$ cat config.mk
export PLATFORM = sky130hd
export DESIGN_NAME = ifm_irq_unit
export DESIGN_NICKNAME = d
export VERILOG_FILES = /design/src/ifm_pkg.sv /design/src/ifm_irq_unit.sv
export SDC_FILE = /design/constraint.sdc
export NUM_CORES = 1
export LEC_CHECK = 0
export BUFFER_PORTS_ARGS = -buffer_cell sky130_fd_sc_hd__buf_2
export CAP_MARGIN = 40
export CORE_ASPECT_RATIO = 0.7
export CORE_MARGIN = 5
export CORE_UTILIZATION = 25
export CTS_BUF_LIST = sky130_fd_sc_hd__clkbuf_8
export DETAILED_ROUTE_END_ITERATION = 7
export SYNTH_ARGS = -nofsm -noshare
export SYNTH_HDL_FRONTEND = slang
export SYNTH_SLANG_ARGS = --single-unit
$ cat constraint.sdc
create_clock -name clk_sys -period 3.25 [get_ports clk_sys]
set_clock_uncertainty 0.05 [all_clocks]
set_input_delay 0.325 -clock clk_sys [delete_from_list [all_inputs] [get_ports clk_sys]]
set_output_delay 0.325 -clock clk_sys [all_outputs]
set_load 0.02 [all_outputs]
$ cat src/ifm_pkg.sv
// Purpose: Constants for the interrupt flag and mask unit
// Assumes: 4-bit RAM words, 6-bit RAM address for the reserved locations
// Notes:   Flag index order doubles as the source numbering used everywhere
package ifm_pkg;
    // Reserved RAM word addresses
    localparam logic [5:0] ADDR_CTRL0    = 6'h00;
    localparam logic [5:0] ADDR_CTRL1    = 6'h01;
    localparam logic [5:0] ADDR_TIMER_BC = 6'h02;
    localparam logic [5:0] ADDR_TIMER_DA = 6'h03;
    localparam logic [5:0] ADDR_EXT_HI   = 6'h22;
    localparam logic [5:0] ADDR_SERIAL   = 6'h23;
    localparam logic [5:0] ADDR_EDGE_A   = 6'h26;
    localparam logic [5:0] ADDR_EDGE_B   = 6'h27;

    // Bit positions inside the words
    localparam int BIT_ALLOW = 0;
    localparam int BIT_FLAG_LO  = 0;
    localparam int BIT_BLOCK_LO = 1;
    localparam int BIT_FLAG_HI  = 2;
    localparam int BIT_BLOCK_HI = 3;

    // Source indices into flag and block vectors
    localparam int SRC_EXT0 = 0;
    localparam int SRC_EXT1 = 1;
    localparam int SRC_EXT2 = 2;
    localparam int SRC_EXT3 = 3;
    localparam int SRC_TA   = 4;
    localparam int SRC_TB   = 5;
    localparam int SRC_TC   = 6;
    localparam int SRC_TD   = 7;
    localparam int SRC_SER  = 8;
    localparam int SRC_ADC  = 9;
    localparam int NUM_SRC  = 10;
    localparam int NUM_VEC  = 7;

    // Synchronised pins: four external inputs and the capture pin
    localparam int NUM_PIN  = 5;
    localparam int PIN_CAP  = 4;

    // Reset values
    localparam logic [NUM_SRC-1:0] RST_FLAGS  = 10'h000;
    localparam logic [NUM_SRC-1:0] RST_BLOCKS = 10'h3FF;
    localparam logic               RST_ALLOW  = 1'b0;
    localparam logic [3:0]         RST_EDGE_A = 4'h0;
    localparam logic [3:0]         RST_EDGE_B = 4'h0;

    // Vector addresses, highest priority first, step of two
    localparam logic [15:0] VEC_BASE = 16'h0002;
    localparam logic [15:0] VEC_STEP = 16'h0002;
    localparam logic [15:0] VEC_LAST = 16'h000E;

    // Edge selector codes
    localparam logic [1:0] EDGE_NONE = 2'b00;
    localparam logic [1:0] EDGE_FALL = 2'b01;
    localparam logic [1:0] EDGE_RISE = 2'b10;
    localparam logic [1:0] EDGE_BOTH = 2'b11;

    typedef enum {IFM_IDLE, IFM_FINISH, IFM_PUSH, IFM_JUMP} ifm_phase_e;
endpackage

$ cat src/ifm_irq_unit.sv
// Purpose: Interrupt flags, masks, edge selection and vector sequencing
// Assumes: CPU reads and writes whole 4-bit words, read data one cycle later
// Notes:   Pins pass a three-stage synchroniser; peripheral events are pulses
//
// Overview of operation
// [RL1] Global allow bit enables servicing; cleared on acceptance, set by return.
// [RL2] External inputs 0 and 1 flag on falling pin transitions.
// [RL3] External inputs 2 and 3 flag on their selected pin edge.
// [RL4] Two write-only edge select registers sit at 0x26 and 0x27.
// [RL5] Two-bit selector: 00 none, 01 falling, 10 rising, 11 both.
// [RL6] External mask bit 0 passes its request, 1 suppresses it.
// [RL7] Timer A overflow sets the timer A flag in bit 2.
// [RL8] Timer A mask in bit 3 suppresses its request when 1.
// [RL9] Timer B overflow sets the timer B flag in bit 0.
// [RL10] Timer B mask in bit 1 blocks its request when 1.
// [RL11] Timer C overflow sets the timer C flag in bit 2.
// [RL12] Timer C mask in bit 3 blocks its request when 1.
// [RL13] Timer D flag set on overflow or selected capture pin edge.
// [RL14] Timer D mask in bit 1 blocks its request when 1.
// [RL15] Serial flag set on transfer completion or suspension.
// [RL16] Serial mask in bit 3 blocks its request when 1.
// [RL17] Conversion done sets the converter flag in bit 2.
// [RL18] Converter mask in bit 3 blocks its request when 1.
// [RL19] Highest priority unmasked flagged source wins; lower ones are ignored. Here lower ones stay flagged and are accepted after the return.
// [RL20] Request means flag 1 and mask 0; serviced only while allowed.
// [RL21] Fixed priority, vectors 0x0002 to 0x000E in steps of two.
// [RL22] Software cannot set flags; reset clears flags and allow, sets masks.
// [RL23] Cycle one finishes, two clears allow, two and three push, three jumps.
// [RL24] An event coinciding with a software clear leaves the flag set.
`timescale 1ns/1ps

module ifm_irq_unit
(
    input  wire logic        clk_sys,
    input  wire logic        reset_n,
    input  wire logic [5:0]  ramAddr,
    input  wire logic        ramWrite,
    input  wire logic [3:0]  ramWriteData,
    output logic      [3:0]  ramReadData,
    input  wire logic        extIrqPin0N,
    input  wire logic        extIrqPin1N,
    input  wire logic        extIrqPin2,
    input  wire logic        extIrqPin3,
    input  wire logic        captureEventPinD,
    input  wire logic        captureEnable,
    input  wire logic        timerAOverflow,
    input  wire logic        timerBOverflow,
    input  wire logic        timerCOverflow,
    input  wire logic        timerDOverflow,
    input  wire logic        serialDone,
    input  wire logic        serialSuspend,
    input  wire logic        conversionDone,
    input  wire logic        returnFromIrqInstr,
    output logic             globalIrqAllow,
    output logic             irqRequest,
    output logic             irqAccept,
    output logic             stackPush,
    output logic             vectorJump,
    output logic      [15:0] vectorAddr
);
    typedef struct packed {
        logic [ifm_pkg::NUM_PIN-1:0] sync1;
        logic [ifm_pkg::NUM_PIN-1:0] sync2;
        logic [ifm_pkg::NUM_PIN-1:0] sync3;
        logic [ifm_pkg::NUM_PIN-1:0] level;
        logic [ifm_pkg::NUM_SRC-1:0] flag;
        logic [ifm_pkg::NUM_SRC-1:0] block;
        logic                        allow;
        logic [3:0]                  edgeA;
        logic [3:0]                  edgeB;
        ifm_pkg::ifm_phase_e         phase;
        logic [15:0]                 vec;
        logic [3:0]                  rd;
        logic                        request;
        logic                        accept;
        logic                        push;
        logic                        jump;
    } ifm_state_s;

    ifm_state_s st;
    ifm_state_s next_st;

    // Edge match against a two-bit selector
    function automatic logic edgeHit(input logic [1:0] sel, input logic prev, input logic cur);
        logic fall;
        logic rise;
        fall = prev & ~cur;
        rise = ~prev & cur;
        edgeHit = (sel[0] & fall) | (sel[1] & rise); // see [RL5]
    endfunction

    // Software write may only clear a flag; an event always wins
    function automatic logic flagNext(input logic old, input logic wr, input logic wbit,
                                      input logic ev);
        flagNext = ev | (old & ~(wr & ~wbit)); // see [RL22] see [RL24]
    endfunction

    // Vector of the first group asserted, lower index means higher priority
    function automatic logic [15:0] pickVector(input logic [ifm_pkg::NUM_VEC-1:0] grp);
        logic [15:0] v;
        v = ifm_pkg::VEC_LAST;
        for (int i = ifm_pkg::NUM_VEC - 1; i >= 0; i--)
        begin
            if (grp[i])
            begin
                v = ifm_pkg::VEC_BASE + 16'(i) * ifm_pkg::VEC_STEP; // see [RL21]
            end
        end
        pickVector = v; // see [RL19]
    endfunction

    logic [ifm_pkg::NUM_PIN-1:0] pinRaw;
    logic [ifm_pkg::NUM_PIN-1:0] pinLevel;
    logic [ifm_pkg::NUM_SRC-1:0] evt;
    logic [ifm_pkg::NUM_SRC-1:0] req;
    logic [ifm_pkg::NUM_VEC-1:0] grp;
    logic [ifm_pkg::NUM_SRC-1:0] wrHit;
    logic [ifm_pkg::NUM_SRC-1:0] wrBit;

    assign pinRaw = {captureEventPinD, extIrqPin3, extIrqPin2, extIrqPin1N, extIrqPin0N};

    // Filtered pin level: a change counts once stages two and three agree
    always_comb
    begin
        for (int i = 0; i < ifm_pkg::NUM_PIN; i++)
        begin
            pinLevel[i] = (st.sync2[i] == st.sync3[i]) ? st.sync3[i] : st.level[i];
        end
    end

    // Source events; the active-low inputs fire on their falling edge
    always_comb
    begin
        evt                   = '0;
        evt[ifm_pkg::SRC_EXT0] = edgeHit(ifm_pkg::EDGE_FALL, st.level[0], pinLevel[0]); // see [RL2]
        evt[ifm_pkg::SRC_EXT1] = edgeHit(ifm_pkg::EDGE_FALL, st.level[1], pinLevel[1]); // see [RL2]
        evt[ifm_pkg::SRC_EXT2] = edgeHit(st.edgeA[1:0], st.level[2], pinLevel[2]); // see [RL3]
        evt[ifm_pkg::SRC_EXT3] = edgeHit(st.edgeA[3:2], st.level[3], pinLevel[3]); // see [RL3]
        evt[ifm_pkg::SRC_TA]   = timerAOverflow; // see [RL7]
        evt[ifm_pkg::SRC_TB]   = timerBOverflow; // see [RL9]
        evt[ifm_pkg::SRC_TC]   = timerCOverflow; // see [RL11]
        // Capture edge only counts while timer D runs in capture mode
        evt[ifm_pkg::SRC_TD]   = timerDOverflow | (captureEnable
                               & edgeHit(st.edgeB[1:0], st.level[ifm_pkg::PIN_CAP],
                                         pinLevel[ifm_pkg::PIN_CAP])); // see [RL13]
        evt[ifm_pkg::SRC_SER]  = serialDone | serialSuspend; // see [RL15]
        evt[ifm_pkg::SRC_ADC]  = conversionDone; // see [RL17]
    end

    // Request per source, then grouped onto the seven shared vectors
    always_comb
    begin
        req    = st.flag & ~st.block; // see [RL6] see [RL8] see [RL10] see [RL12] see [RL20]
        grp[0] = req[ifm_pkg::SRC_EXT0];
        grp[1] = req[ifm_pkg::SRC_EXT1];
        grp[2] = req[ifm_pkg::SRC_TA];
        grp[3] = req[ifm_pkg::SRC_TB] | req[ifm_pkg::SRC_EXT2];
        grp[4] = req[ifm_pkg::SRC_TC] | req[ifm_pkg::SRC_EXT3];
        grp[5] = req[ifm_pkg::SRC_TD]; // see [RL14]
        grp[6] = req[ifm_pkg::SRC_SER] | req[ifm_pkg::SRC_ADC]; // see [RL16] see [RL18]
    end

    // Which flag bits the current write touches
    always_comb
    begin
        wrHit = '0;
        wrBit = '0;
        if (ramWrite && ramAddr == ifm_pkg::ADDR_CTRL0)
        begin
            wrHit[ifm_pkg::SRC_EXT0] = 1'b1;
            wrBit[ifm_pkg::SRC_EXT0] = ramWriteData[ifm_pkg::BIT_FLAG_HI];
        end
        else if (ramWrite && ramAddr == ifm_pkg::ADDR_CTRL1)
        begin
            wrHit[ifm_pkg::SRC_EXT1] = 1'b1;
            wrBit[ifm_pkg::SRC_EXT1] = ramWriteData[ifm_pkg::BIT_FLAG_LO];
            wrHit[ifm_pkg::SRC_TA]   = 1'b1;
            wrBit[ifm_pkg::SRC_TA]   = ramWriteData[ifm_pkg::BIT_FLAG_HI];
        end
        else if (ramWrite && ramAddr == ifm_pkg::ADDR_TIMER_BC)
        begin
            wrHit[ifm_pkg::SRC_TB] = 1'b1;
            wrBit[ifm_pkg::SRC_TB] = ramWriteData[ifm_pkg::BIT_FLAG_LO];
            wrHit[ifm_pkg::SRC_TC] = 1'b1;
            wrBit[ifm_pkg::SRC_TC] = ramWriteData[ifm_pkg::BIT_FLAG_HI];
        end
        else if (ramWrite && ramAddr == ifm_pkg::ADDR_TIMER_DA)
        begin
            wrHit[ifm_pkg::SRC_TD]  = 1'b1;
            wrBit[ifm_pkg::SRC_TD]  = ramWriteData[ifm_pkg::BIT_FLAG_LO];
            wrHit[ifm_pkg::SRC_ADC] = 1'b1;
            wrBit[ifm_pkg::SRC_ADC] = ramWriteData[ifm_pkg::BIT_FLAG_HI];
        end
        else if (ramWrite && ramAddr == ifm_pkg::ADDR_EXT_HI)
        begin
            wrHit[ifm_pkg::SRC_EXT2] = 1'b1;
            wrBit[ifm_pkg::SRC_EXT2] = ramWriteData[ifm_pkg::BIT_FLAG_LO];
            wrHit[ifm_pkg::SRC_EXT3] = 1'b1;
            wrBit[ifm_pkg::SRC_EXT3] = ramWriteData[ifm_pkg::BIT_FLAG_HI];
        end
        else if (ramWrite && ramAddr == ifm_pkg::ADDR_SERIAL)
        begin
            wrHit[ifm_pkg::SRC_SER] = 1'b1;
            wrBit[ifm_pkg::SRC_SER] = ramWriteData[ifm_pkg::BIT_FLAG_HI];
        end
    end

    // Next state: synchroniser, flags, masks, edge selects, sequencer, read port
    always_comb
    begin
        next_st       = st;
        next_st.sync1 = pinRaw;
        next_st.sync2 = st.sync1;
        next_st.sync3 = st.sync2;
        next_st.level = pinLevel;
        for (int i = 0; i < ifm_pkg::NUM_SRC; i++)
        begin
            next_st.flag[i] = flagNext(st.flag[i], wrHit[i], wrBit[i], evt[i]);
        end

        // Mask bits are plain read-write storage; the allow bit is also cleared by acceptance and set by return
        if (ramWrite && ramAddr == ifm_pkg::ADDR_CTRL0)
        begin
            next_st.allow                  = ramWriteData[ifm_pkg::BIT_ALLOW];
            next_st.block[ifm_pkg::SRC_EXT0] = ramWriteData[ifm_pkg::BIT_BLOCK_HI];
        end
        else if (ramWrite && ramAddr == ifm_pkg::ADDR_CTRL1)
        begin
            next_st.block[ifm_pkg::SRC_EXT1] = ramWriteData[ifm_pkg::BIT_BLOCK_LO];
            next_st.block[ifm_pkg::SRC_TA]   = ramWriteData[ifm_pkg::BIT_BLOCK_HI]; // see [RL8]
        end
        else if (ramWrite && ramAddr == ifm_pkg::ADDR_TIMER_BC)
        begin
            next_st.block[ifm_pkg::SRC_TB] = ramWriteData[ifm_pkg::BIT_BLOCK_LO]; // see [RL10]
            next_st.block[ifm_pkg::SRC_TC] = ramWriteData[ifm_pkg::BIT_BLOCK_HI]; // see [RL12]
        end
        else if (ramWrite && ramAddr == ifm_pkg::ADDR_TIMER_DA)
        begin
            next_st.block[ifm_pkg::SRC_TD]  = ramWriteData[ifm_pkg::BIT_BLOCK_LO]; // see [RL14]
            next_st.block[ifm_pkg::SRC_ADC] = ramWriteData[ifm_pkg::BIT_BLOCK_HI]; // see [RL18]
        end
        else if (ramWrite && ramAddr == ifm_pkg::ADDR_EXT_HI)
        begin
            next_st.block[ifm_pkg::SRC_EXT2] = ramWriteData[ifm_pkg::BIT_BLOCK_LO]; // see [RL6]
            next_st.block[ifm_pkg::SRC_EXT3] = ramWriteData[ifm_pkg::BIT_BLOCK_HI]; // see [RL6]
        end
        else if (ramWrite && ramAddr == ifm_pkg::ADDR_SERIAL)
        begin
            next_st.block[ifm_pkg::SRC_SER] = ramWriteData[ifm_pkg::BIT_BLOCK_HI]; // see [RL16]
        end
        else if (ramWrite && ramAddr == ifm_pkg::ADDR_EDGE_A)
        begin
            next_st.edgeA = ramWriteData; // see [RL4]
        end
        else if (ramWrite && ramAddr == ifm_pkg::ADDR_EDGE_B)
        begin
            next_st.edgeB = ramWriteData; // see [RL4]
        end

        // Acceptance sequence; vector frozen at acceptance so late flags cannot steer it
        next_st.accept = 1'b0;
        next_st.push   = 1'b0;
        next_st.jump   = 1'b0;
        case (st.phase)
            ifm_pkg::IFM_IDLE:
            begin
                if (st.allow && (|grp)) // see [RL1] see [RL20]
                begin
                    next_st.phase  = ifm_pkg::IFM_FINISH;
                    next_st.accept = 1'b1;
                    next_st.vec    = pickVector(grp); // see [RL19]
                end
            end
            ifm_pkg::IFM_FINISH:
            begin
                next_st.phase = ifm_pkg::IFM_PUSH;
                next_st.allow = 1'b0; // see [RL1] see [RL23]
                next_st.push  = 1'b1;
            end
            ifm_pkg::IFM_PUSH:
            begin
                next_st.phase = ifm_pkg::IFM_JUMP;
                next_st.push  = 1'b1; // see [RL23]
                next_st.jump  = 1'b1;
            end
            default:
            begin
                next_st.phase = ifm_pkg::IFM_IDLE;
            end
        endcase

        // Return instruction restores servicing; it wins over any clear
        if (returnFromIrqInstr)
        begin
            next_st.allow = 1'b1; // see [RL1]
        end

        // Pending request ignores the allow bit so software can poll it
        next_st.request = |(next_st.flag & ~next_st.block); // see [RL20]

        // Registered read port; edge selects are write-only and read zero
        next_st.rd = 4'h0;
        if (ramAddr == ifm_pkg::ADDR_CTRL0)
        begin
            next_st.rd = {st.block[0], st.flag[0], 1'b0, st.allow};
        end
        else if (ramAddr == ifm_pkg::ADDR_CTRL1)
        begin
            next_st.rd = {st.block[4], st.flag[4], st.block[1], st.flag[1]};
        end
        else if (ramAddr == ifm_pkg::ADDR_TIMER_BC)
        begin
            next_st.rd = {st.block[6], st.flag[6], st.block[5], st.flag[5]};
        end
        else if (ramAddr == ifm_pkg::ADDR_TIMER_DA)
        begin
            next_st.rd = {st.block[9], st.flag[9], st.block[7], st.flag[7]};
        end
        else if (ramAddr == ifm_pkg::ADDR_EXT_HI)
        begin
            next_st.rd = {st.block[3], st.flag[3], st.block[2], st.flag[2]};
        end
        else if (ramAddr == ifm_pkg::ADDR_SERIAL)
        begin
            next_st.rd = {st.block[8], st.flag[8], 2'b00};
        end
    end

    // State register; synchroniser stages reset high to match idle pins
    always_ff @(posedge clk_sys or negedge reset_n)
    begin
        if (!reset_n)
        begin
            st         <= '0;
            st.sync1   <= '1;
            st.sync2   <= '1;
            st.sync3   <= '1;
            st.level   <= '1;
            st.flag    <= ifm_pkg::RST_FLAGS; // see [RL22]
            st.block   <= ifm_pkg::RST_BLOCKS; // see [RL22]
            st.allow   <= ifm_pkg::RST_ALLOW; // see [RL22]
            st.edgeA   <= ifm_pkg::RST_EDGE_A;
            st.edgeB   <= ifm_pkg::RST_EDGE_B;
            st.phase   <= ifm_pkg::IFM_IDLE;
            st.vec     <= ifm_pkg::VEC_BASE;
        end
        else
        begin
            st <= next_st;
        end
    end

    assign ramReadData    = st.rd;
    assign globalIrqAllow = st.allow;
    assign irqRequest     = st.request;
    assign irqAccept      = st.accept;
    assign stackPush      = st.push;
    assign vectorJump     = st.jump;
    assign vectorAddr     = st.vec;
endmodule

=== Yosys cells after proc, flatten, opt, wreduce, memory -nomap -nowiden ===
Index checks and enable logic that the tools add are counted.

* Add/sub/neg operators: 0
* Multiply operators: 0
* Div/mod/pow operators: 0
* Order comparisons: 0
* Equal/unequal tests: 15
* Shift-type cells: 0
* Mux-type cells: 71
* Bitwise gates (word level): 92
* Reduce and logical (&&, ||, !) cells: 18

{| class="wikitable"
|+ Operators by type and width
! operator !! number
|-
| one-hot mux 32 bit (3 select lines) || 1
|-
| 2-to-1 mux 16 bit || 5
|-
| 2-to-1 mux 48 bit || 1
|-
| bitwise AND 1 bit || 35
|-
| inverter 1 bit || 35
|-
| 2-to-1 mux 2 bit || 17
|-
| equality test 32 x 1 -> 1 bit, second input constant || 1
|-
| equality test 32 x 2 -> 1 bit, second input constant || 1
|-
| logical NOT 32 bit || 1
|-
| 2-to-1 mux 1 bit || 32
|-
| 2-to-1 mux 9 bit || 3
|-
| equality test 6 bit, second input constant || 4
|-
| 2-to-1 mux 4 bit || 6
|-
| bitwise AND 10 bit || 2
|-
| inverter 10 bit || 2
|-
| OR 1 bit || 18
|-
| 2-to-1 mux 5 bit || 3
|-
| equality test 6 x 2 -> 1 bit, second input constant || 2
|-
| OR reduction 10 bit || 1
|-
| logical AND 1 bit || 9
|-
| 2-to-1 mux 3 bit || 3
|-
| AND reduction 8 bit || 1
|-
| AND reduction 7 bit || 1
|-
| OR reduction 7 bit || 1
|-
| other kinds (7) || 11
|}

* Bits in registers: 103
* Latch bits: 0
* Memory bits (writable): 0
* Memory bits (read-only): 0
* Input port bits: 27
* Output and inout bits: 25
* Memories kept: 0

=== Depth between registers and ports, before layout ===
Gate-level depths: netlist (run 1).

* Word-level depth: 15
* Gate-level depth with buffers: 7
* Mapped depth without buffers: 5

=== Least setup slack after synthesis (run 1) ===
No wires, ideal clock.

* Kind: input to register
* From: in ramAddr[3]
* To: reg st (netlist bit irqRequest)
* Setup time: 0.139 ns
* Data arrival time: 2.182 ns
* Required time: 3.061 ns
* Path slack: 0.880 ns
* Cell stages on the path: 6
* Buffers on the path: 1
* Cells stage by stage: or4_1 -> buf_2 -> or3_1 -> a221oi_2 -> o22ai_1 -> or4b_1

{| class="wikitable"
|+ RTL lines
! what !! line !! RTL
|-
| start, declared || ifm_irq_unit.sv:36 || <nowiki>input wire logic [5:0] ramAddr,</nowiki>
|-
| end signal, assigned || ifm_irq_unit.sv:349 || <nowiki>st <= next_st;</nowiki>
|-
| end, declared || ifm_irq_unit.sv:80 || <nowiki>ifm_state_s st;</nowiki>
|}

==> run_results.csv, run 1 <==
group,metric,value,unit
yosys,ys_top_cells_by_area,"dfstp_2 (28%), dfrtp_1 (25%), buf_4 (5.2%), mux2_2 (4.7%), nand2b_1 (2.8%)",
yosys,synth.top_cell.area_share,0.283,
global_route,grt_pass1_vias,1969,
clocking,clockBufferDepth,2,
sta,setup_violations,0,
layout,fillers,1163,
place,placed_cells,428,
yosys,ys_warn_count,0,
sta,hold_viol_final,0,
floorplan,start_util,0.259,
power,internal-power,0.00145,W
place,io_buffers,38,
critical_path,end_kind,"flip-flop",
yosys,synth_top_area_cell,"dfstp_2",
route,drt_wl_total,6.56,mm
floorplan,rows,32,
layout,stdcell_area,3380,um2
floorplan,design.core.area,11100,um2
yosys,synth_seq_cells,60,
clocking,cts_buffers,9,
power,combPwrFrac,0.178,
sta,rsz0062_at_grt,"false",
critical_path,path_max_fanout,19,
yosys,avgSynthCellArea,11.6,um2
power,clockPowerShare,0.364,
critical_path,path_class,"in -> reg",
sta,period_minus_slack,2430,ps
critical_path,ff2ff_setup_slack,1410,ps
power,power_density,604,nW/um2
yosys,synth_commonest_cells,"dfstp_2 (31), dfrtp_1 (29), buf_4 (20)",
status,status,"finished, final reports clean",
route,firstDrtPassIters,4,
min_path,hold_start,"extIrqPin3",
clocking,tritoncts,"done",
sta,fin_crit_sh,0.748,
route,detailedRoute.firstIterationViolations,73,
clocking,htree_levels,3,
min_path,holdCritPathClass,"in -> reg",
yosys,synth_edf_count,0,
route,vias,1999,
clocking,clk_latency,340,ps
sta,relSlewSlack,0.555,
layout,drive_above_1_share,0.372,
place,gp_congestion,0.879,
clocking,clock-sinks,60,
yosys,async_flop_share,1.00,
critical_path,reg2reg_depth,5,
sta,clock.fmax,0.411,GHz
route,routedWlPerCell,14.7,um
yosys,ys_seq_area_frac,0.535,
power,p_sw,0.000590,W
power,p_leak,1.41,nW
layout,areaGrowthSynthToFinish,17.3,%
layout,num_antenna_cells,0,
clocking,postCtsResizedCells,0,
place,place_area,3140,um2
critical_path,arrival,2590,ps
yosys,synth_most_common_cell,"dfstp_2",
yosys,syn_area,2880,um2
sta,setup_tns,0,ps
global_route,grt_overflow,0,
layout,final_cells,446,
route,drtAntennaViolNets,0,
global_route,grt_max_degree,30,
sta,layout_setup_ws,820,ps
flow_run,drv_cap,0,
clocking,path_clk_slew,70,ps
yosys,synth_cell_types,53,
yosys,syn_inst,248,
min_path,hold_end,"next_st[98]",
clocking,post_cts_buffers,0,
sta,tightest_slew,668,ps
layout,nets,320,
clocking,hold_buffers,1,
sta,maxSlewViolCount,0,
critical_path,worstPathRequired,3410,ps
floorplan,die_area,13800,um2
power,switching_share,0.289,
power,power.share.sequential,0.458,
critical_path,crit_path_start_kind,"input pin",
global_route,grt_usage,0.0988,
yosys,synth_ff_type,"dfstp_2",
power,p_total,0.00204,W
global_route,grt_antenna_before_repair,0,
floorplan,die_h,99.8,um
min_path,min_path_cells,1,
floorplan,pin_count,52,
floorplan,die_x,138,um
route,via_per_inst,4.48,
critical_path,timing.rr.end,"irqRequest",
place,post-place-ws,518,ps
clocking,cts_root_buf,"clkbuf_8",
critical_path,r2r-start,"st[89]",
route,drc,0,
power,vdd_drop_max,0.000229,V
global_route,grt_pass1_wl,10.7,mm
place,hpwl,5.06,mm
critical path: stages:
cell	delay [ps]
buf_2	210
or4b_1	690
o31ai_1	320
o311ai_0	250
a222oi_1	310
or4b_1	480
sequential cells by signal, summed over array words and instances, names as in the netlist:
name	count
globalIrqAllow	1
stackPush	1
ramReadData	4
st	38
vectorAddr	3
irqAccept	1
irqRequest	1
next_st	10
vectorJump	1
per-layer routing:
layer  up-vias  track usage  share of wire
met2        76        0.133           0.41
met4         0       0.0372          0.015
met3        10       0.0351          0.075
met1       973        0.144           0.50
li1        940            -              -
met5         -            0              0
how the worst max path moves through the flow:
stage | startpoint | slack [ps] | depth (start not counted) | endpoint
after floorplan | ramAddr[3] | 880 | 6 | irqRequest
after global placement | ramAddr[0] | 670 | 6 | irqRequest
after detailed placement | ramAddr[0] | 520 | 6 | irqRequest
after CTS | ramAddr[0] | 840 | 6 | irqRequest
after global routing | ramAddr[0] | 670 | 6 | irqRequest
final | ramAddr[0] | 820 | 6 | irqRequest
power groups by stage:
stage,combinational (W),sequential (W),clock (W)
global placement,0.000361,0.000946,0
floorplan,0.000249,0.000953,0
global route,0.000406,0.000945,0.000795
finish,0.000364,0.000933,0.000741
detailed placement,0.000366,0.000947,0
CTS,0.000369,0.000935,0.000765
logic make-up (layout without fill, tap and decap cells):
kind of cell	Yosys count	count (layout)	synth area share
DFF	60	60	0.535
muxes	20	20	0.0791
adders and majority gates	10	10	0.0391
and+or+nand+nor	71	71	0.144
other	1	13	0.00130
buffers and inverters	43	76	0.0891
AOI/OAI and AO/OA	43	43	0.112
placed cells by master, fill, tap and decap left out, types with 5 or more instances in the layout:
cell / n
buf_2: 38
dfstp_2: 31
dfrtp_1: 29
inv_1: 16
nand2_1: 14
nand2b_1: 13
conb_1: 13
mux2_2: 12
nor2_1: 11
clkbuf_8: 9
o31ai_1: 7
mux2i_1: 7
o21ai_0: 6
maj3_1: 5
ha_1: 5
final cells by class:
type                       count  area, um2  area share
timing repair buffer          44        235      0.0697
multi-input combinational    157       1130       0.334
tap                          153        191      0.0567
clock buffer                   9        124      0.0367
clock inverter                 7       98.8      0.0293
sequential                    60       1540       0.456
inverter                      16       60.1      0.0178
metrics by stage:
step | utilization | hold WS (ps)
after global placement | 0.282 | 296
after detailed placement | 0.282 | 297
after floorplan | - | -20.6
after global routing | 0.303 | 5.15
after CTS | 0.303 | 7.00
final | 0.303 | 26.7
(Power assumes the default switching activity.)
==> run 2, diff against run 1 <==
--- a/config.mk
+++ b/config.mk
@@ -5,6 +5,7 @@
 export SDC_FILE = /design/constraint.sdc
 export NUM_CORES = 1
 export LEC_CHECK = 0
+export ABC_AREA = 1
 export BUFFER_PORTS_ARGS = -buffer_cell sky130_fd_sc_hd__buf_2
 export CAP_MARGIN = 40
 export CORE_ASPECT_RATIO = 0.7
==> constraint.sdc (replaced) <==
create_clock -name clk_sys -period 2.5 [get_ports clk_sys]
set_clock_uncertainty 0.05 [all_clocks]
set_input_delay 0.25 -clock clk_sys [delete_from_list [all_inputs] [get_ports clk_sys]]
set_output_delay 0.25 -clock clk_sys [all_outputs]
set_load 0.02 [all_outputs]
==> run 2 against run 1 <==
Hold slack better by 41 ps. Largest power group unchanged. Synthesized cell count increased by 36%. Combinational power rose by 66%. Non-clock buffer count is 2 higher. Sequential cell count unchanged. First-iteration DRC count increased by 74%. Via count increased by 8.8%. Sequential power grew 32%. Die area is 0.12% higher. Power increased by 36%. Critical path depth up 3. Cell count grew 22%.
==> run_results.csv, run 2 <==
group,metric,value,unit
sta,rsz0062_at_grt,"false",
sta,setup_violations,0,
critical_path,timing.rr.end,"vectorAddr[3]",
status,status,"finished, final reports clean",
yosys,synth_fa_ha_area_frac,0.0287,
route,drc,0,
yosys,synth_seq_cells,60,
layout,nets,418,
min_path,min_path_cells,3,
global_route,grt_pass1_wl,10.8,mm
place,gp_congestion,0.932,
place,placed_cells,522,
place,hpwl,5.34,mm
route,detailedRoute.firstIterationViolations,127,
route,firstDrtPassIters,5,
floorplan,rows,32,
power,p_leak,1.76,nW
sta,period_minus_slack,1540,ps
route,drtAntennaViolNets,0,
min_path,hold_start,"returnFromIrqInstr",
clocking,postCtsResizedCells,0,
layout,num_antenna_cells,0,
power,power_density,802,nW/um2
yosys,ys_top_cells_by_area,"dfstp_2 (28%), dfrtp_1 (25%), nand2_1 (13%), inv_1 (6.4%), buf_4 (5.2%)",
place,post-place-ws,860,ps
yosys,synth_compound_area_frac,0.0660,
place,io_buffers,38,
clocking,path_clk_slew,60,ps
layout,final_cells,544,
yosys,synth_ff_type,"dfstp_2",
critical_path,worstPathRequired,2680,ps
sta,hold_viol_final,0,
power,vdd_drop_max,0.000221,V
yosys,synthSimpleGateAreaFrac,0.250,
clocking,clk_latency,330,ps
critical_path,crit_path_start_kind,"flip-flop",
layout,drive_above_1_share,0.258,
yosys,syn_area,2880,um2
clocking,tritoncts,"done",
floorplan,start_util,0.259,
yosys,synth.area.mux_share,0,
floorplan,pin_count,52,
sta,setup_tns,0,ps
clocking,post_cts_buffers,0,
global_route,grt_max_degree,31,
yosys,async_flop_share,1.00,
clocking,htree_levels,3,
critical_path,ff2ff_setup_slack,960,ps
flow_run,drv_cap,0,
layout,areaGrowthSynthToFinish,20.1,%
min_path,holdCritPathClass,"in -> reg",
yosys,synth_top_area_cell,"dfstp_2",
yosys,synth_most_common_cell,"nand2_1",
yosys,avgSynthCellArea,8.55,um2
yosys,synth_commonest_cells,"nand2_1 (103), inv_1 (49), dfstp_2 (31)",
route,via_per_inst,4.00,
critical_path,r2r-start,"st[69]",
critical_path,end_kind,"flip-flop",
clocking,hold_buffers,6,
route,highest_layer,"met4",
floorplan,die_area,13800,um2
yosys,synth_cell_types,27,
critical_path,path_class,"reg -> reg",
critical_path,path_max_fanout,6,
layout,top_register,"st",
yosys,synth_edf_count,0,
route,wl_met2,2.75,mm
global_route,grt_antenna_before_repair,0,
floorplan,design.core.area,11100,um2
yosys,synth_top_family_by_area,"simple AND/OR/NAND/NOR gates",
layout,final_common_cell,"nand2_1",
layout,final_cell_mix,"nand2_1 (103), inv_1 (50), buf_2 (38)",
clocking,cts_buffers,9,
yosys,ys_warn_count,0,
sta,fin_crit_sh,0.616,
sta,clock.fmax,0.649,GHz
sta,layout_setup_ws,959,ps
critical_path,arrival,1720,ps
global_route,grt_pass1_vias,2178,
min_path,hold_end,"globalIrqAllow",
yosys,syn_inst,337,
critical_path,startpoint,"st[69]",
layout,largest_reg_flops,38,
route,drt_wl_total,6.60,mm
layout,fillers,1194,
layout,fin_util,0.311,
yosys,synth.top_cell.area_share,0.283,
clocking,clock-sinks,60,
route,vias,2174,
global_route,grt_usage,0.100,
route,wl_met3,438,um
route,routedWlPerCell,12.1,um
yosys,ys_seq_area_frac,0.535,
critical_path,reg2reg_depth,9,
route,met1Wirelength,3.33,mm
clocking,cts_root_buf,"clkbuf_8",
floorplan,die_x,138,um
yosys,synth_xor_area_frac,0,
floorplan,die_h,99.8,um
global_route,grt_overflow,0,
clocking,clockBufferDepth,2,
sta,maxSlewViolCount,0,
-- run 2: changes by cell type after synthesis, sizes merged, moves of 5 or more --
cell and delta:
o31ai -6, o21ai +14, nor2 +16, inv +36
mux2i -7, nand2b -13, clkbuf -5, a21oi +6
nand3 +16, nand2 +93, mux2 -12
-- run 2: cells by family after synthesis --
group | Yosys count
other | 1
buffers and inverters | 72
AOI/OAI and AO/OA | 35
and+or+nand+nor | 162
DFF | 60
adders and majority gates | 7
-- run 2: layout make-up --
cell class	count	area (um2)	area share
timing repair buffer	46	278	0.0802
sequential	60	1540	0.445
tap	153	191	0.0553
inverter	52	195	0.0564
multi-input combinational	217	1040	0.301
clock buffer	10	138	0.0398
clock inverter	6	78.8	0.0228
-- run 2: worst max-delay path, cell delays in order (launching register included) --
cell	delay (ps)
dfstp_2	530
inv_1	60
nand2_1	90
nand2_1	80
nor2_1	140
nand3_1	110
nand3_1	180
inv_1	80
nand2_1	60
nand2_1	40
-- run 2: how the worst max path moves through the flow --
stage	endpoint	slack, ps	depth (start not counted)
floorplan	vectorAddr[3]	1170	9
finish	vectorAddr[3]	960	9
global route	irqRequest	780	9
detailed placement	irqRequest	860	11
global placement	irqRequest	820	11
CTS	irqRequest	950	9
-- run 2: per-stage QoR --
step           cell area (um2)  power [W]  hold WS, ps
3_5_place_dp              3190    0.00186         90.6
2_1_floorplan             2930    0.00168        -95.6
5_1_grt                   3460    0.00297         59.4
6_report                  3460    0.00278         68.0
4_1_cts                   3460    0.00283         56.9
3_3_place_gp              3190    0.00184         85.1
-- run 2: per-layer routing --
layer  up-vias  GRT usage
met3         6     0.0386
met2        66      0.143
li1       1115          -
met1       987      0.140
met5         -          0
met4         0     0.0342
-- run 2: power breakdown --
group	total [W]	internal (W)	switching, W	leakage, nW
Clock	0.000937	0.000579	0.000358	0.117
Sequential	0.00123	0.00115	0.0000819	0.656
Combinational	0.000606	0.000204	0.000402	0.983
Total	0.00278	0.00193	0.000842	1.76
==> run 3, diff against run 2 <==
--- a/config.mk
+++ b/config.mk
@@ -5,7 +5,7 @@
 export SDC_FILE = /design/constraint.sdc
 export NUM_CORES = 1
 export LEC_CHECK = 0
-export ABC_AREA = 1
+export ABC_AREA = 0
 export BUFFER_PORTS_ARGS = -buffer_cell sky130_fd_sc_hd__buf_2
 export CAP_MARGIN = 40
 export CORE_ASPECT_RATIO = 0.7
==> constraint.sdc (replaced) <==
create_clock -name clk_sys -period 1.5 [get_ports clk_sys]
set_clock_uncertainty 0.05 [all_clocks]
set_input_delay 0.15 -clock clk_sys [delete_from_list [all_inputs] [get_ports clk_sys]]
set_output_delay 0.15 -clock clk_sys [all_outputs]
set_load 0.02 [all_outputs]
==> run 3 against run 2 <==
The run now ends with negative setup slack left. Core utilization is 5.3 points higher. Via count is 4.3% higher. Sequential cell count stayed put. Critical path depth is 3 lower. Global-route usage is 1.7 points higher. Register-to-register slack worse by 1300 ps. Cell area is 17% higher. Combinational power is 90% higher. Clock power is 59% higher. Largest power group unchanged. Highest routed layer unchanged.
==> run_results.csv, run 3 (synthesized netlist as in run 1, its figures left out) <==
group,metric,value,unit
route,drtAntennaViolNets,0,
clocking,path_clk_slew,70,ps
route,via_per_inst,4.41,
status,status,"finished with violations",
place,gp_congestion,0.886,
sta,hold_viol_final,0,
sta,maxSlewViolCount,0,
sta,fin_crit_sh,1.30,
layout,top_register,"st",
clocking,cts_buffers,9,
sta,setup_violations,7,
critical_path,path_max_fanout,3,
floorplan,design.core.area,11100,um2
layout,num_antenna_cells,0,
power,vdd_drop_max,0.000388,V
floorplan,rows,32,
clocking,clockBufferDepth,2,
global_route,grt_pass1_vias,2348,
place,hpwl,5.65,mm
sta,period_minus_slack,1950,ps
floorplan,die_x,138,um
place,post-place-ws,-819,ps
clocking,clock-sinks,60,
min_path,holdCritPathClass,"in -> reg",
power,p_leak,1.77,nW
route,detailedRoute.firstIterationViolations,124,
layout,final_cells,514,
sta,layout_setup_ws,-451,ps
power,p_total,0.00466,W
sta,clock.fmax,0.513,GHz
clocking,clk_latency,350,ps
layout,fillers,1134,
place,placed_cells,485,
clocking,hold_buffers,10,
layout,drive_above_1_share,0.515,
route,routedWlPerCell,14.8,um
route,vias,2268,
floorplan,pin_count,52,
clocking,htree_levels,3,
layout,final_cell_mix,"buf_4 (60), buf_2 (36), dfstp_2 (31)",
layout,largest_reg_flops,38,
place,io_buffers,38,
global_route,grt_usage,0.118,
clocking,tritoncts,"done",
global_route,grt_antenna_before_repair,0,
route,drc,0,
route,drt_wl_total,7.60,mm
layout,nets,388,
critical_path,path_class,"in -> reg",
critical_path,crit_path_start_kind,"input pin",
route,firstDrtPassIters,4,
layout,areaGrowthSynthToFinish,40.9,%
power,power_density,1150,nW/um2
global_route,grt_overflow,0,
floorplan,start_util,0.259,
critical_path,worstPathRequired,1670,ps
critical_path,end_kind,"flip-flop",
sta,whs,4.17,ps
global_route,grt_pass1_wl,12.5,mm
global_route,grt_max_degree,61,
floorplan,die_h,99.8,um
layout,final_common_cell,"buf_4",
sta,rsz0062_at_grt,"true",
clocking,cts_root_buf,"clkbuf_8",
status,violations,"negative setup slack",
critical_path,arrival,2120,ps
flow_run,drv_cap,0,
floorplan,die_area,13800,um2
## run 3: changes by cell type in the layout (fill, tap and decap cells not counted), moves of 11 or more
cell / previous run / this run
inv_1: 50 / 16
buf_4: 1 / 60
nor2_1: 20 / 9
nand2b_1: 0 / 13
mux2_2: 0 / 11
nand2_1: 103 / 14
nand3_1: 18 / 2
## run 3: final timing paths
| check | start | endpoint | slack [ps] | depth (start not counted) |
|---|---|---|---|---|
| worst min register to register | next_st[95] | next_st[90] | 310 | 0 |
| worst max register to register | st[89] | irqRequest | -340 | 5 |
| worst min-delay path | timerBOverflow | st[80] | 4 | 2 |
| max in group asynchronous | reset_n | st[68] | 790 | 3 |
| min in group asynchronous | reset_n | st[61] | 280 | 3 |
| worst max-delay path | ramAddr[5] | irqRequest | -450 | 6 |
## run 3: report_power, final
group | internal (W) | total, W | switching [W]
logic | 0.000558 | 0.00115 | 0.000591
registers | 0.00188 | 0.00202 | 0.000139
clock network | 0.000808 | 0.00149 | 0.000682
total | 0.00325 | 0.00466 | 0.00141
## run 3: cell type report
type,count,area (um2),share of cell area
inverter,16,60.1,0.0148
multi-input combinational,157,1250,0.308
tap,153,191,0.0472
sequential,60,1540,0.380
clock inverter,6,65.1,0.0160
clock buffer,10,138,0.0339
timing repair buffer,112,811,0.200
## run 3: worst max-delay path, stage by stage
cell	delay, ps
buf_6	90
or4_4	570
or3_4	360
a221oi_4	290
o22ai_1	110
or4b_1	550
## run 3: stage by stage
step / utilization / cell area [um2] / setup TNS [ps]
after floorplan: - / 2970 / -1570
after detailed placement: 0.325 / 3610 / -7080
after global routing: 0.364 / 4060 / -2240
final: 0.364 / 4060 / -1900
after global placement: 0.325 / 3610 / -6680
after CTS: 0.358 / 3990 / -1670
## run 3: repair_timing
action / 4_1_cts / 5_1_grt
resized for setup: 15 / 10
pin swaps: 2 / 6
endpoints found under the hold margin: 39 / 1
cloned: 0 / 0
setup endpoints to repair: 9 / 11
buffers inserted: 2 / 1
## run 3: routing by layer
layer / up-vias / wire length, um / global-route usage
met4: 0 / 102 / 0.0433
met2: 72 / 3200 / 0.162
met5: - / 0 / 0
li1: 1067 / - / -
met1: 1121 / 3790 / 0.167
met3: 8 / 506 / 0.0447
